[src/buck_timing_status_cfg.svh]
// offsets, field positions, reset values and timing counts for the rail register bank
`ifndef BUCK_TIMING_STATUS_CFG_SVH
`define BUCK_TIMING_STATUS_CFG_SVH

// register offsets on the register port
`define TIMING_CFG_ADDR 8'h47
`define STATUS_MASK_ADDR 8'h60

// reset values
`define TIMING_CFG_RST 8'hC0
`define STATUS_MASK_RST 4'hF

// timing register fields
`define PH_DELAY_BIT 7
`define PH_EDGE_BIT 6
`define ON_DLY_MSB 5
`define ON_DLY_LSB 3
`define OFF_DLY_MSB 2
`define OFF_DLY_LSB 0

// status/mask register fields
`define POK_BIT 7
`define HIGH_OUT_BIT 6
`define CURRENT_LIMIT_FLAG_BIT 5
`define UV_MASK_BIT 3
`define HIGH_OUT_MASK_BIT 2
`define CURRENT_LIMIT_FLAG_MASK_BIT 1

// timing
`define CLK_MHZ 125
`define PHASE_DELAY_NS 100
`define PHASE_DELAY_CYC ((`PHASE_DELAY_NS * `CLK_MHZ + 999) / 1000)
`define SEQ_TICK_NS 500000
`define SEQ_TICK_CYC ((`SEQ_TICK_NS * `CLK_MHZ) / 1000)
`define CURRENT_LIMIT_FLAG_RUN_CYCLES 16

`endif

[src/buck_timing_status_pkg.sv]
// types shared by the rail register bank
package buck_timing_status_pkg;
    typedef enum logic [0:0] {
        SEQ_IDLE = 1'b0,
        SEQ_COUNT = 1'b1
    } seq_state_t;
endpackage : buck_timing_status_pkg

[src/seq_delay_timer.sv]
// turn-on / turn-off sequencing delay timer for rail 1
`include "buck_timing_status_cfg.svh"

module seq_delay_timer #(
    parameter int TICK_CYCLES = `SEQ_TICK_CYC
) (
    // clock and reset
    input wire logic core_clk,
    input wire logic resetn,
    // synchronised enable and delay codes
    input wire logic en_in,
    input wire logic [2:0] on_code,
    input wire logic [2:0] off_code,
    // resulting rail state
    output logic rail_on,
    output buck_timing_status_pkg::seq_state_t state
);
    import buck_timing_status_pkg::*;

    localparam int PW = $clog2(TICK_CYCLES + 1);
    localparam logic [PW-1:0] PRE_LOAD = PW'(TICK_CYCLES - 1);

    logic en_prev_r, target_r, rail_on_r;
    logic [PW-1:0] pre_r;
    logic [6:0] units_r;
    seq_state_t state_r;

    // any change of the input restarts the wait from scratch
    wire edge_seen = en_in ^ en_prev_r;
    wire [2:0] code = en_in ? on_code : off_code;
    wire [6:0] units = (code == 3'h0) ? 7'h00 : (7'h01 << (code - 3'h1));
    wire tick = (state_r == SEQ_COUNT) && (pre_r == {PW{1'b0}});

    // 0.5 ms prescaler and unit counter
    always_ff @(posedge core_clk) begin
        if (!resetn) begin
            en_prev_r <= 1'b0;
            target_r <= 1'b0;
            rail_on_r <= 1'b0;
            pre_r <= {PW{1'b0}};
            units_r <= 7'h00;
            state_r <= SEQ_IDLE;
        end else begin
            en_prev_r <= en_in;
            if (edge_seen) begin
                target_r <= en_in;
                units_r <= units;
                pre_r <= PRE_LOAD;
                if (units == 7'h00) begin
                    rail_on_r <= en_in;
                    state_r <= SEQ_IDLE;
                end else begin
                    state_r <= SEQ_COUNT;
                end
            end else begin
                unique case (state_r)
                    SEQ_IDLE: begin
                        pre_r <= pre_r;
                    end
                    SEQ_COUNT: begin
                        pre_r <= tick ? PRE_LOAD : pre_r - PW'(1);
                        if (tick && units_r == 7'h01) begin
                            rail_on_r <= target_r;
                            state_r <= SEQ_IDLE;
                        end else if (tick) begin
                            units_r <= units_r - 7'h01;
                        end
                    end
                endcase
            end
        end
    end

    assign rail_on = rail_on_r;
    assign state = state_r;

    a_seq_zero_now: assert property (@(posedge core_clk) disable iff (!resetn)
        edge_seen && units == 7'h00 |=> rail_on_r == $past(en_in))
        else $error("zero-code edge did not act at once");
    a_seq_hold: assert property (@(posedge core_clk) disable iff (!resetn)
        state_r == SEQ_COUNT && !tick && !edge_seen |=> $stable(rail_on_r))
        else $error("rail changed before delay expiry");
    c_seq_delayed: cover property (@(posedge core_clk) disable iff (!resetn)
        tick && units_r == 7'h01 && !edge_seen);
endmodule : seq_delay_timer

[src/buck_timing_status_regs.sv]
// rail 1 timing configuration and rail 2 status/mask register logic
// How it works
// - phase bit 1 delays switching 100ns
// - edge bit picks rising or falling reference
// - bits 5:3 set turn-on delay
// - bits 2:0 set turn-off delay
// - timing register resets C0, read-write
// - status resets 0F, flags read-only, masks writable
// - high-output flag holds until drop and read
// - current limit after 16 cycles, sticky
// - mask bits 3:1 block faults, bit 0 blocks nothing, status stays live
`include "buck_timing_status_cfg.svh"

module buck_timing_status_regs #(
    parameter int SEQ_TICK_CYCLES = `SEQ_TICK_CYC
) (
    // clock and reset
    input wire logic core_clk,
    input wire logic resetn,
    // register port
    input wire logic [7:0] reg_addr,
    input wire logic reg_wr_en,
    input wire logic [7:0] reg_wr_data,
    input wire logic reg_rd_en,
    output logic [7:0] reg_rd_data,
    // pins from converters and clock reference
    input wire logic main_clk_ref,
    input wire logic rail1_enable,
    input wire logic rail2_power_good_raw,
    input wire logic rail2_high_output_raw,
    input wire logic rail2_peak_at_limit_raw,
    // converter control
    output logic rail1_switch_pulse,
    output logic rail1_turn_on,
    output buck_timing_status_pkg::seq_state_t rail1_seq_state,
    // fault outputs toward the master fault logic
    output logic rail2_undervolt_fault,
    output logic rail2_high_output_fault,
    output logic rail2_current_limit_fault
);
    import buck_timing_status_pkg::*;

    localparam int NS = 5;
    localparam logic [4:0] PH_LOAD = 5'(`PHASE_DELAY_CYC);
    localparam logic [4:0] CURRENT_LIMIT_FLAG_RUN = 5'(`CURRENT_LIMIT_FLAG_RUN_CYCLES);

    // two-flop synchronisers for all pins
    logic [NS-1:0] sync1_r, sync2_r;
    always_ff @(posedge core_clk) begin
        if (!resetn) begin
            sync1_r <= {NS{1'b0}};
            sync2_r <= {NS{1'b0}};
        end else begin
            sync1_r <= {rail2_peak_at_limit_raw, rail2_high_output_raw,
                        rail2_power_good_raw, rail1_enable, main_clk_ref};
            sync2_r <= sync1_r;
        end
    end
    wire ref_s = sync2_r[0];
    wire en_s = sync2_r[1];
    wire pok_s = sync2_r[2];
    wire ov_s = sync2_r[3];
    wire peak_s = sync2_r[4];

    // register decode
    logic [7:0] timing_r;
    logic [3:0] mask_r;
    wire sel_timing = reg_addr == `TIMING_CFG_ADDR;
    wire sel_status = reg_addr == `STATUS_MASK_ADDR;
    wire status_read = reg_rd_en && sel_status;
    logic [1:0] flag_r;

    wire [7:0] status_word = {pok_s, flag_r[0], flag_r[1], 1'b0, mask_r};
    wire [7:0] rd_word = sel_timing ? timing_r : (sel_status ? status_word : 8'h00);

    // writable bits; flags above bit 3 ignore writes
    always_ff @(posedge core_clk) begin
        if (!resetn) begin
            timing_r <= `TIMING_CFG_RST;
            mask_r <= `STATUS_MASK_RST;
            reg_rd_data <= 8'h00;
        end else begin
            if (reg_wr_en && sel_timing) timing_r <= reg_wr_data;
            if (reg_wr_en && sel_status) mask_r <= reg_wr_data[3:0];
            if (reg_rd_en) reg_rd_data <= rd_word;
        end
    end

    // switching phase: pick reference edge, optionally delay it
    logic ref_prev_r, sw_pulse_r;
    logic [4:0] ph_cnt_r;
    wire ref_rise = ref_s & ~ref_prev_r;
    wire ref_fall = ~ref_s & ref_prev_r;
    wire sel_edge = timing_r[`PH_EDGE_BIT] ? ref_fall : ref_rise;
    wire ph_delay = timing_r[`PH_DELAY_BIT];
    wire sw_pulse_nxt = ph_delay ? (ph_cnt_r == 5'h01) : sel_edge;
    // a new edge inside the 100ns window restarts it; reference is far slower
    wire [4:0] ph_cnt_nxt = (sel_edge && ph_delay) ? PH_LOAD :
                            (ph_cnt_r != 5'h00) ? ph_cnt_r - 5'h01 : 5'h00;

    always_ff @(posedge core_clk) begin
        if (!resetn) begin
            ref_prev_r <= 1'b0;
            ph_cnt_r <= 5'h00;
            sw_pulse_r <= 1'b0;
        end else begin
            ref_prev_r <= ref_s;
            ph_cnt_r <= ph_cnt_nxt;
            sw_pulse_r <= sw_pulse_nxt;
        end
    end
    assign rail1_switch_pulse = sw_pulse_r;

    // run of switching cycles at the current limit
    logic [4:0] current_limit_flag_run_r;
    wire [4:0] current_limit_flag_run_nxt = !sw_pulse_r ? current_limit_flag_run_r :
                              !peak_s ? 5'h00 :
                              (current_limit_flag_run_r == CURRENT_LIMIT_FLAG_RUN) ? current_limit_flag_run_r : current_limit_flag_run_r + 5'h01;
    always_ff @(posedge core_clk) begin
        if (!resetn) current_limit_flag_run_r <= 5'h00;
        else current_limit_flag_run_r <= current_limit_flag_run_nxt;
    end
    wire current_limit_flag_cond = current_limit_flag_run_r == CURRENT_LIMIT_FLAG_RUN;

    // sticky flags: clear needs condition gone and a read since set
    wire [1:0] cond = {current_limit_flag_cond, ov_s};
    logic [1:0] seen_r;
    wire [1:0] flag_nxt;
    wire [1:0] seen_nxt;
    genvar gi;
    generate
        for (gi = 0; gi < 2; gi++) begin : g_flag
            // a condition still present wins over a clear in the same cycle
            wire clr = ~cond[gi] & (status_read | seen_r[gi]);
            assign flag_nxt[gi] = cond[gi] | (flag_r[gi] & ~clr);
            assign seen_nxt[gi] = flag_r[gi] & flag_nxt[gi] & (seen_r[gi] | status_read);
        end
    endgenerate
    // one process owns both flag bits
    always_ff @(posedge core_clk) begin
        if (!resetn) begin
            flag_r <= 2'h0;
            seen_r <= 2'h0;
        end else begin
            flag_r <= flag_nxt;
            seen_r <= seen_nxt;
        end
    end

    // masked faults; status bits above are not gated
    logic uv_f_r, ov_f_r, il_f_r;
    always_ff @(posedge core_clk) begin
        if (!resetn) begin
            uv_f_r <= 1'b0;
            ov_f_r <= 1'b0;
            il_f_r <= 1'b0;
        end else begin
            uv_f_r <= ~pok_s & ~mask_r[`UV_MASK_BIT];
            ov_f_r <= flag_r[0] & ~mask_r[`HIGH_OUT_MASK_BIT];
            il_f_r <= flag_r[1] & ~mask_r[`CURRENT_LIMIT_FLAG_MASK_BIT];
        end
    end
    assign rail2_undervolt_fault = uv_f_r;
    assign rail2_high_output_fault = ov_f_r;
    assign rail2_current_limit_fault = il_f_r;

    // sequencing delays
    seq_delay_timer #(
        .TICK_CYCLES(SEQ_TICK_CYCLES)
    ) u_seq (
        .core_clk(core_clk),
        .resetn(resetn),
        .en_in(en_s),
        .on_code(timing_r[`ON_DLY_MSB:`ON_DLY_LSB]),
        .off_code(timing_r[`OFF_DLY_MSB:`OFF_DLY_LSB]),
        .rail_on(rail1_turn_on),
        .state(rail1_seq_state)
    );

    // checks
    a_phase_aligned: assert property (@(posedge core_clk) disable iff (!resetn)
        sel_edge && !ph_delay |=> sw_pulse_r)
        else $error("undelayed edge gave no switch pulse");
    a_phase_delayed: assert property (@(posedge core_clk) disable iff (!resetn)
        $rose(sw_pulse_r) && ph_delay && $past(ph_delay, 14) |-> $past(sel_edge, 14))
        else $error("delayed pulse not 14 cycles after edge");
    a_cfg_write: assert property (@(posedge core_clk) disable iff (!resetn)
        reg_wr_en && sel_timing |=> timing_r == $past(reg_wr_data))
        else $error("timing register write lost");
    a_mask_write: assert property (@(posedge core_clk) disable iff (!resetn)
        reg_wr_en && sel_status |=> status_word[3:0] == $past(reg_wr_data[3:0])
        && status_word[4] == 1'b0)
        else $error("mask write wrong");
    a_ov_hold: assert property (@(posedge core_clk) disable iff (!resetn)
        flag_r[0] && !(status_read || seen_r[0]) |=> flag_r[0])
        else $error("high-output flag cleared without read");
    a_ov_clear: assert property (@(posedge core_clk) disable iff (!resetn)
        flag_r[0] && !ov_s && status_read |=> !flag_r[0])
        else $error("high-output flag did not clear");
    a_current_limit_flag_set: assert property (@(posedge core_clk) disable iff (!resetn)
        sw_pulse_r && peak_s && current_limit_flag_run_r == 5'h0F |=> ##1 flag_r[1])
        else $error("current limit flag not set after 16 cycles");
    a_fault_mask: assert property (@(posedge core_clk) disable iff (!resetn)
        mask_r[`HIGH_OUT_MASK_BIT] && mask_r[`CURRENT_LIMIT_FLAG_MASK_BIT]
        |=> !rail2_high_output_fault && !rail2_current_limit_fault)
        else $error("masked fault reached output");
    a_high_out_set: assert property (@(posedge core_clk) disable iff (!resetn)
        ov_s |=> flag_r[0])
        else $error("high-output flag not set");
    a_limit_hold: assert property (@(posedge core_clk) disable iff (!resetn)
        flag_r[1] && !(status_read || seen_r[1]) |=> flag_r[1])
        else $error("current limit flag cleared without read");
    a_limit_clear: assert property (@(posedge core_clk) disable iff (!resetn)
        flag_r[1] && !current_limit_flag_cond && (status_read || seen_r[1]) |=> !flag_r[1])
        else $error("current limit flag did not clear");
    a_undervolt_fault: assert property (@(posedge core_clk) disable iff (!resetn)
        !pok_s && !mask_r[`UV_MASK_BIT] |=> rail2_undervolt_fault)
        else $error("unmasked undervolt fault missing");
    a_timing_read: assert property (@(posedge core_clk) disable iff (!resetn)
        reg_rd_en && sel_timing |=> reg_rd_data == $past(timing_r))
        else $error("timing register read wrong");
    c_delayed_pulse: cover property (@(posedge core_clk) disable iff (!resetn)
        $rose(sw_pulse_r) && ph_delay);
    c_current_limit_flag_flag: cover property (@(posedge core_clk) disable iff (!resetn) $rose(flag_r[1]));
    c_ov_clear: cover property (@(posedge core_clk) disable iff (!resetn) $fell(flag_r[0]));
    c_rail_on: cover property (@(posedge core_clk) disable iff (!resetn) $rose(rail1_turn_on));
endmodule : buck_timing_status_regs

[config.mk]
export PLATFORM = sky130hd
export DESIGN_NAME = buck_timing_status_regs
export DESIGN_NICKNAME = d
export VERILOG_FILES = /design/src/buck_timing_status_pkg.sv /design/src/seq_delay_timer.sv /design/src/buck_timing_status_regs.sv
export VERILOG_INCLUDE_DIRS = /design/src
export SDC_FILE = /design/constraint.sdc
export NUM_CORES = 1
export LEC_CHECK = 0
export BUFFER_PORTS_ARGS = -buffer_cell sky130_fd_sc_hd__buf_2
export CAP_MARGIN = 20
export CORE_MARGIN = 5
export CORE_UTILIZATION = 60
export CTS_BUF_LIST = sky130_fd_sc_hd__clkbuf_4
export CTS_CLUSTER_DIAMETER = 150
export DETAILED_ROUTE_END_ITERATION = 10
export PLACE_DENSITY = 0.82
export REMOVE_ABC_BUFFERS = 1
export SLEW_MARGIN = 0
export SYNTH_ARGS = -nofsm -noshare
export SYNTH_HDL_FRONTEND = slang
export SYNTH_SLANG_ARGS = --single-unit
[constraint.sdc]
create_clock -name core_clk -period 2.6 [get_ports core_clk]
set_clock_uncertainty 0.15 [all_clocks]
set_input_delay 0.52 -clock core_clk [delete_from_list [all_inputs] [get_ports core_clk]]
set_output_delay 0.52 -clock core_clk [all_outputs]
set_load 0.02 [all_outputs]
Word-level counts from Yosys, hierarchy flattened
Index checks and enable logic that the tools add are counted.
{"block": "totals", "input_bits": 25, "regBits": 76, "latchBits": 0, "mem_bits_ro": 0, "wordCells": 111, "out_inout_bits": 14, "n_memories": 0, "ram_bits": 0}
{"block": "classes", "n_eq_ne": 9, "n_reduce_logical": 18, "add_sub_neg": 5, "shift": 1, "n_mul": 0, "n_bitwise": 31, "n_lt_le_gt_ge": 0, "n_div": 0, "muxes": 25}
{"cell": "$mux 16", "n": 3}
{"cell": "$mux 7", "n": 5}
{"cell": "$eq 8x7->1 const B", "n": 2}
{"cell": "$logic_not 16->1", "n": 1}
{"cell": "$mux 8", "n": 2}
{"cell": "$sub 16x1->16 const B", "n": 1}
{"cell": "$and 1x1->1", "n": 13}
{"cell": "$not 1->1", "n": 13}
{"cell": "$mux 1", "n": 10}
{"cell": "$mux 5", "n": 2}
{"cell": "$mux 4", "n": 2}
{"cell": "$eq 7x1->1 const B", "n": 1}
{"cell": "$logic_not 7->1", "n": 1}
{"cell": "$shl 1x3->7 const A", "n": 1}
{"cell": "$sub 7x1->7 const B", "n": 1}
{"cell": "$logic_and 1x1->1", "n": 6}
{"cell": "$reduce_and 3->1", "n": 2}
{"cell": "$reduce_bool 2->1", "n": 3}
{"cell": "$add 5x1->5 const B", "n": 1}
{"cell": "$eq 5x1->1 const B", "n": 1}
{"cell": "$eq 5x5->1 const B", "n": 1}
{"cell": "$reduce_bool 5->1", "n": 1}
{"cell": "$sub 5x1->5 const B", "n": 1}
{"cell": "$ne 2x1->1 const B", "n": 2}
{"cell": "other kinds (9)", "n": 13}

Depth between registers and ports, before layout
{"block": "logic_depth", "ltp_word": 9, "ltp_mapped": 9, "depth_no_buf": 8}

Modules after synthesis
Synthesis repeated with hierarchy kept, for this count alone.
{"block": "unflattened", "cells_unflattened": 381, "hier_area_um2": 3603.5}
{"mod": "buck_timing_status_regs", "area_each_um2": 2028.2, "cells_per_inst": 212, "n_inst": 1, "seq_area_each_um2": 980.9}
{"mod": "seq_delay_timer", "area_each_um2": 1575.3, "cells_per_inst": 169, "n_inst": 1, "seq_area_each_um2": 540.5}

Worst setup path before layout
No wires, ideal clock.
{"block": "synth_path", "kind": "register to register", "start": "register sync2_r[1]", "end": "register u_seq.units_r[4]", "t_arrival_ns": 1.906, "path_stages_with_launch": 8, "path_buffers": 2, "setup_time_ns": 0.059, "setup_slack_ns": 0.485, "period_less_slack_ns": 2.115, "required_time_ns": 2.391, "cell_sequence": "dfxtp_1 buf_2 buf_1 mux2i_1 ha_1 or3_1 o221ai_1 o211a_1"}
{"block": "synth_via", "elab_chain_len": 5, "word_cells_on_any_way": 11, "cone_classes": "add/sub (1); eq/ne (1); shift (1); mux (3); bitwise (1); reduce/logical (4)"}
{"item": "start: declaration", "line_no": "buck_timing_status_regs.sv:48", "rtl": "logic [NS-1:0] sync1_r, sync2_r;"}
{"item": "start signal: assignment", "line_no": "buck_timing_status_regs.sv:52", "rtl": "sync2_r <= {NS{1'b0}};"}
{"item": "start signal: assignment", "line_no": "buck_timing_status_regs.sv:56", "rtl": "sync2_r <= sync1_r;"}
{"item": "$mux 3", "line_no": "seq_delay_timer.sv:30", "rtl": "wire [2:0] code = en_in ? on_code : off_code;"}
{"item": "$sub 3x1->3", "line_no": "seq_delay_timer.sv:31", "rtl": "wire [6:0] units = (code == 3'h0) ? 7'h00 : (7'h01 << (code - 3'h1));"}
{"item": "$shl 1x3->7", "line_no": "seq_delay_timer.sv:31"}
{"item": "$mux 7", "line_no": "seq_delay_timer.sv:31"}
{"item": "$mux 7", "line_no": "seq_delay_timer.sv:45", "rtl": "if (edge_seen) begin"}
{"item": "end signal: assignment", "line_no": "seq_delay_timer.sv:47", "rtl": "units_r <= units;"}
{"item": "end signal: assignment", "line_no": "seq_delay_timer.sv:66", "rtl": "units_r <= units_r - 7'h01;"}
{"item": "end: declaration", "line_no": "seq_delay_timer.sv:25", "rtl": "logic [6:0] units_r;"}
Parallel ways exist; a longest one is shown, timed or not.
A chain may end at the register's enable or synchronous reset.

Final worst setup path
{"block": "layout_path", "start": "register u_seq.pre_r[0]", "end": "register u_seq.units_r[5]"}
{"block": "layout_via", "elab_chain_len": 5, "word_cells_on_any_way": 6, "cone_classes": "eq/ne (1); reduce/logical (5)"}
{"item": "start: declaration", "line_no": "seq_delay_timer.sv:24", "rtl": "logic [PW-1:0] pre_r;"}
{"item": "start signal: assignment", "line_no": "seq_delay_timer.sv:40", "rtl": "pre_r <= {PW{1'b0}};"}
{"item": "start signal: assignment", "line_no": "seq_delay_timer.sv:58", "rtl": "pre_r <= pre_r;"}
{"item": "start signal: assignment", "line_no": "seq_delay_timer.sv:61", "rtl": "pre_r <= tick ? PRE_LOAD : pre_r - PW'(1);"}
{"item": "$logic_not 16->1 *", "line_no": "seq_delay_timer.sv:32", "rtl": "wire tick = (state_r == SEQ_COUNT) && (pre_r == {PW{1'b0}});"}
{"item": "$logic_and 1x1->1 *", "line_no": "seq_delay_timer.sv:32"}
{"item": "$logic_and 1x1->1", "line_no": "seq_delay_timer.sv:62", "rtl": "if (tick && units_r == 7'h01) begin"}
{"item": "$ne 2x1->1 (no source line)"}
{"item": "$reduce_and 3->1 (no source line) *"}
Mark *: on every way between the ends. The rest lies on a longest branch, timed or not.

==> flow_metrics.tcl <==
set metrics [dict create \
    outcome "finished clean" \
    synth_compound_area_share_pct 12.81 \
    root_buffer "clkbuf_4" \
    hold_buffers 0 \
    clock-sinks 76 \
    post-cts-setup-buffers 0 \
    finalSetupViolations 0 \
    yosysSeqAreaShare_pct 44.62 \
    synth_top_area_share_pct 44.62 \
    cap_violations 0 \
    viasPerCell 5.632 \
    gp_congestion 0.9087 \
    slew_headroom_pct 59.81 \
    synth_top_family_by_area "simple AND/OR/NAND/NOR gates" \
    synth_edf_count 0 \
    power_frac_comb_pct 16.5 \
    drt_iter0_markers 201 \
    synth_cell_types 48 \
    end_kind "flop" \
    stdcell_count 487 \
    ios 39 \
    worst_pin_slew_ns 0.5986 \
    antenna_cells 0 \
    internal_power_mw 1.962 \
    synthArstFlopShare_pct 0 \
    core_area_um2 5507 \
    ir_drop_v 0.0005441 \
    slew_violations 0 \
    die_y_um 85.38 \
    vias 2743 \
    postSynthCellCount 367 \
    cts_tree "built" \
    cp_data_arrival_time_ns 2.52 \
    max_stage_delay_ns 0.54 \
    dp.cells 471 \
    clkPwrFrac_pct 34.0 \
    synth_seq_cells 76 \
    ys.flop_type "dfxtp_1" \
    fin_setup_tns_ns 0 \
    grt_setup_unrepaired "false" \
    die_area_um2 7290 \
    worstPathCellList "inv_1 -> ha_1 -> nor4bb_1 -> nand4_2 -> or4_1 -> a32oi_1 -> nor2b_1" \
    htreeDepth 3 \
    rr_worst_depth 7 \
    track_usage_pct 20.48 \
    path_class "flop to flop" \
    grt_pass1_vias 2690 \
    switching_power_uw 751.9 \
    netSwitchingFraction_pct 27.71 \
    cts-resized-gates 0 \
    synth_area_um2 3410 \
    regArea_um2 1521 \
    synth_fa_ha_area_share_pct 3.229 \
    hpwl_um 4985 \
    finalPower_mw 2.714 \
    synth_xor_area_share_pct 6.422 \
    post_route_cells_drive_above_1_share_pct 17.35 \
    wl_per_cell_um 14.48 \
    powerDensity_nw_per_um2 698.3 \
    fin_crit_sh_pct 90.34 \
    finalCriticalPeriod_ns 2.349 \
    synth-simple-area-share_pct 24.18 \
    start_util_pct 61.92 \
    layout.nets 443 \
    ant_nets 0 \
    drtPass1Iterations 6 \
    grt_antenna_before_repair 0 \
    whs_path_depth 2 \
    cts_buffers 9 \
    dieWidth_um 85.38 \
    drc 0 \
    grt_max_degree 27 \
    fmax_mhz 425.8 \
    crit_slowest_cell "or4_1" \
    synth.area.mux_share_pct 4.440 \
    yosys-top-cells-area "dfxtp_1 (45%), mux2i_1 (4.1%), and2_1 (4.0%)" \
    hold_path_class "input pin to flop" \
    fillers 433 \
    grt_pass1_wl_um 12130 \
    io_buffers 38 \
    hold_violations 0 \
    syn_area_per_cell_um2 9.290 \
    ys.warnings.count 0 \
    multi_input_area_um2 1742 \
    wirelength_um 7053 \
    synth_area_leader_cell "dfxtp_1" \
    syn2layout_area_growth_pct 13.98 \
    rows 27 \
    cp_max_fo 5 \
    cts.clk_slew.worst_paths_ns 0.13 \
    p_leak_nw 1.637 \
    cp.required_ns 2.77 \
    cts_buffer_depth 2 \
    grt_overflow 0 \
    clock_latency_ns 0.42 \
    start_kind "flop" \
    seqPwrFrac_pct 49.5 \
]
==> through the flow <==
stage	hold slack (ns)	setup slack [ns]	utilization (%)	instance area, um^2
after floorplan	0.2469	0.5084	-	3349
after global placement	0.2641	0.4338	67.14	3697
after detailed placement	0.2691	0.2903	67.14	3697
final	0.1442	0.2512	70.57	3886
after CTS	0.1328	0.2668	70.57	3886
after global routing	0.1103	0.01174	70.57	3886
==> kinds of logic (layout without fill, tap and decap cells) <==
family | after synthesis | after routing
compound gates | 64 | 64
xor+xnor | 25 | 25
simple gates | 140 | 140
fa+ha+maj | 9 | 9
flops | 76 | 76
mux | 15 | 15
buf+inv | 38 | 86
==> synth_stat cells, types with 3 or more instances <==
library cell / count
dfxtp_1: 76
nand2_1: 30
inv_1: 23
and2_1: 22
nor2_1: 21
o21ai_0: 15
mux2i_1: 14
xnor2_1: 14
clkbuf_1: 11
nor2b_1: 11
xor2_1: 11
o22ai_1: 9
a21boi_0: 8
a31oi_1: 8
ha_1: 8
nand3_1: 8
nor3_1: 8
a22oi_1: 7
nor3b_1: 7
nand4_1: 6
nor4_1: 5
o211a_1: 4
buf_2: 3
nand2b_1: 3
nor4b_2: 3
o211ai_1: 3
==> placed cells by master (no fill, tap or decap), drive strengths merged, types with 4 or more instances in the layout <==
cell type	synthesis	layout
a21boi	8	8
a22oi	7	7
a31oi	8	8
and2	22	22
buf	4	47
clkbuf	11	9
dfxtp	76	76
ha	8	8
inv	23	25
mux2i	14	14
nand2	30	30
nand3	8	8
nand4	7	7
nor2	21	21
nor2b	11	11
nor3	8	8
nor3b	7	7
nor4	7	7
o211a	4	4
o21ai	16	16
o22ai	9	9
xnor2	14	14
xor2	11	11
==> power by group through the flow <==
stage | registers [mW] | clock network (mW) | logic (mW)
final | 1.34 | 0.922 | 0.448
after detailed placement | 1.37 | 0 | 0.445
after global placement | 1.36 | 0 | 0.433
after floorplan | 1.35 | 0 | 0.332
after CTS | 1.34 | 0.940 | 0.450
after global routing | 1.36 | 0.998 | 0.508
==> area by class of cell <==
class                   instances  area share [%]
clock buffers                   9           1.739
multi-input cells             253           44.82
inverters                      23           2.222
well taps                      72           2.318
repair buffers                 47           6.632
clock inverters                 7           3.123
flip-flops and latches         76           39.15
==> state kept, by name (all words and copies together) (netlist names), 2 cells and up <==
| register | cells |
|---|---|
| u_seq.pre_r | 16 |
| reg_rd_data | 8 |
| timing_r | 8 |
| u_seq.units_r | 7 |
| current_limit_flag_run_r | 5 |
| ph_cnt_r | 5 |
| sync1_r | 5 |
| sync2_r | 5 |
| mask_r | 4 |
| flag_r | 2 |
| seen_r | 2 |
==> critical path, delay by kind of cell, from the launching register on <==
family	cells	cell delay (ns)
AOI/OAI and AO/OA	1	0.22
buffers and inverters	1	0.09
and+or+nand+nor	4	1.21
adders and majority gates	1	0.22
DFF	1	0.37
==> metal layers <==
layer	part of all wire [%]	up-vias	wire, um	track usage (%)
met4	1.7	0	119	6.763
met2	48	63	3381	33.62
li1	-	1367	-	-
met5	0	-	0	0
met3	4.1	12	292	5.922
met1	46	1301	3260	25.79
==> final timing paths <==
| path | from | slack [ns] | endpoint |
|---|---|---|---|
| max | u_seq.pre_r[0] | 0.25 | u_seq.units_r[5] |
| min | rail2_high_output_raw | 0.14 | sync1_r[3] |
| max reg2reg | u_seq.pre_r[0] | 0.25 | u_seq.units_r[5] |
| min reg2reg | sync1_r[1] | 0.30 | sync2_r[1] |
Note: power is estimated with default switching activity, not from simulation.
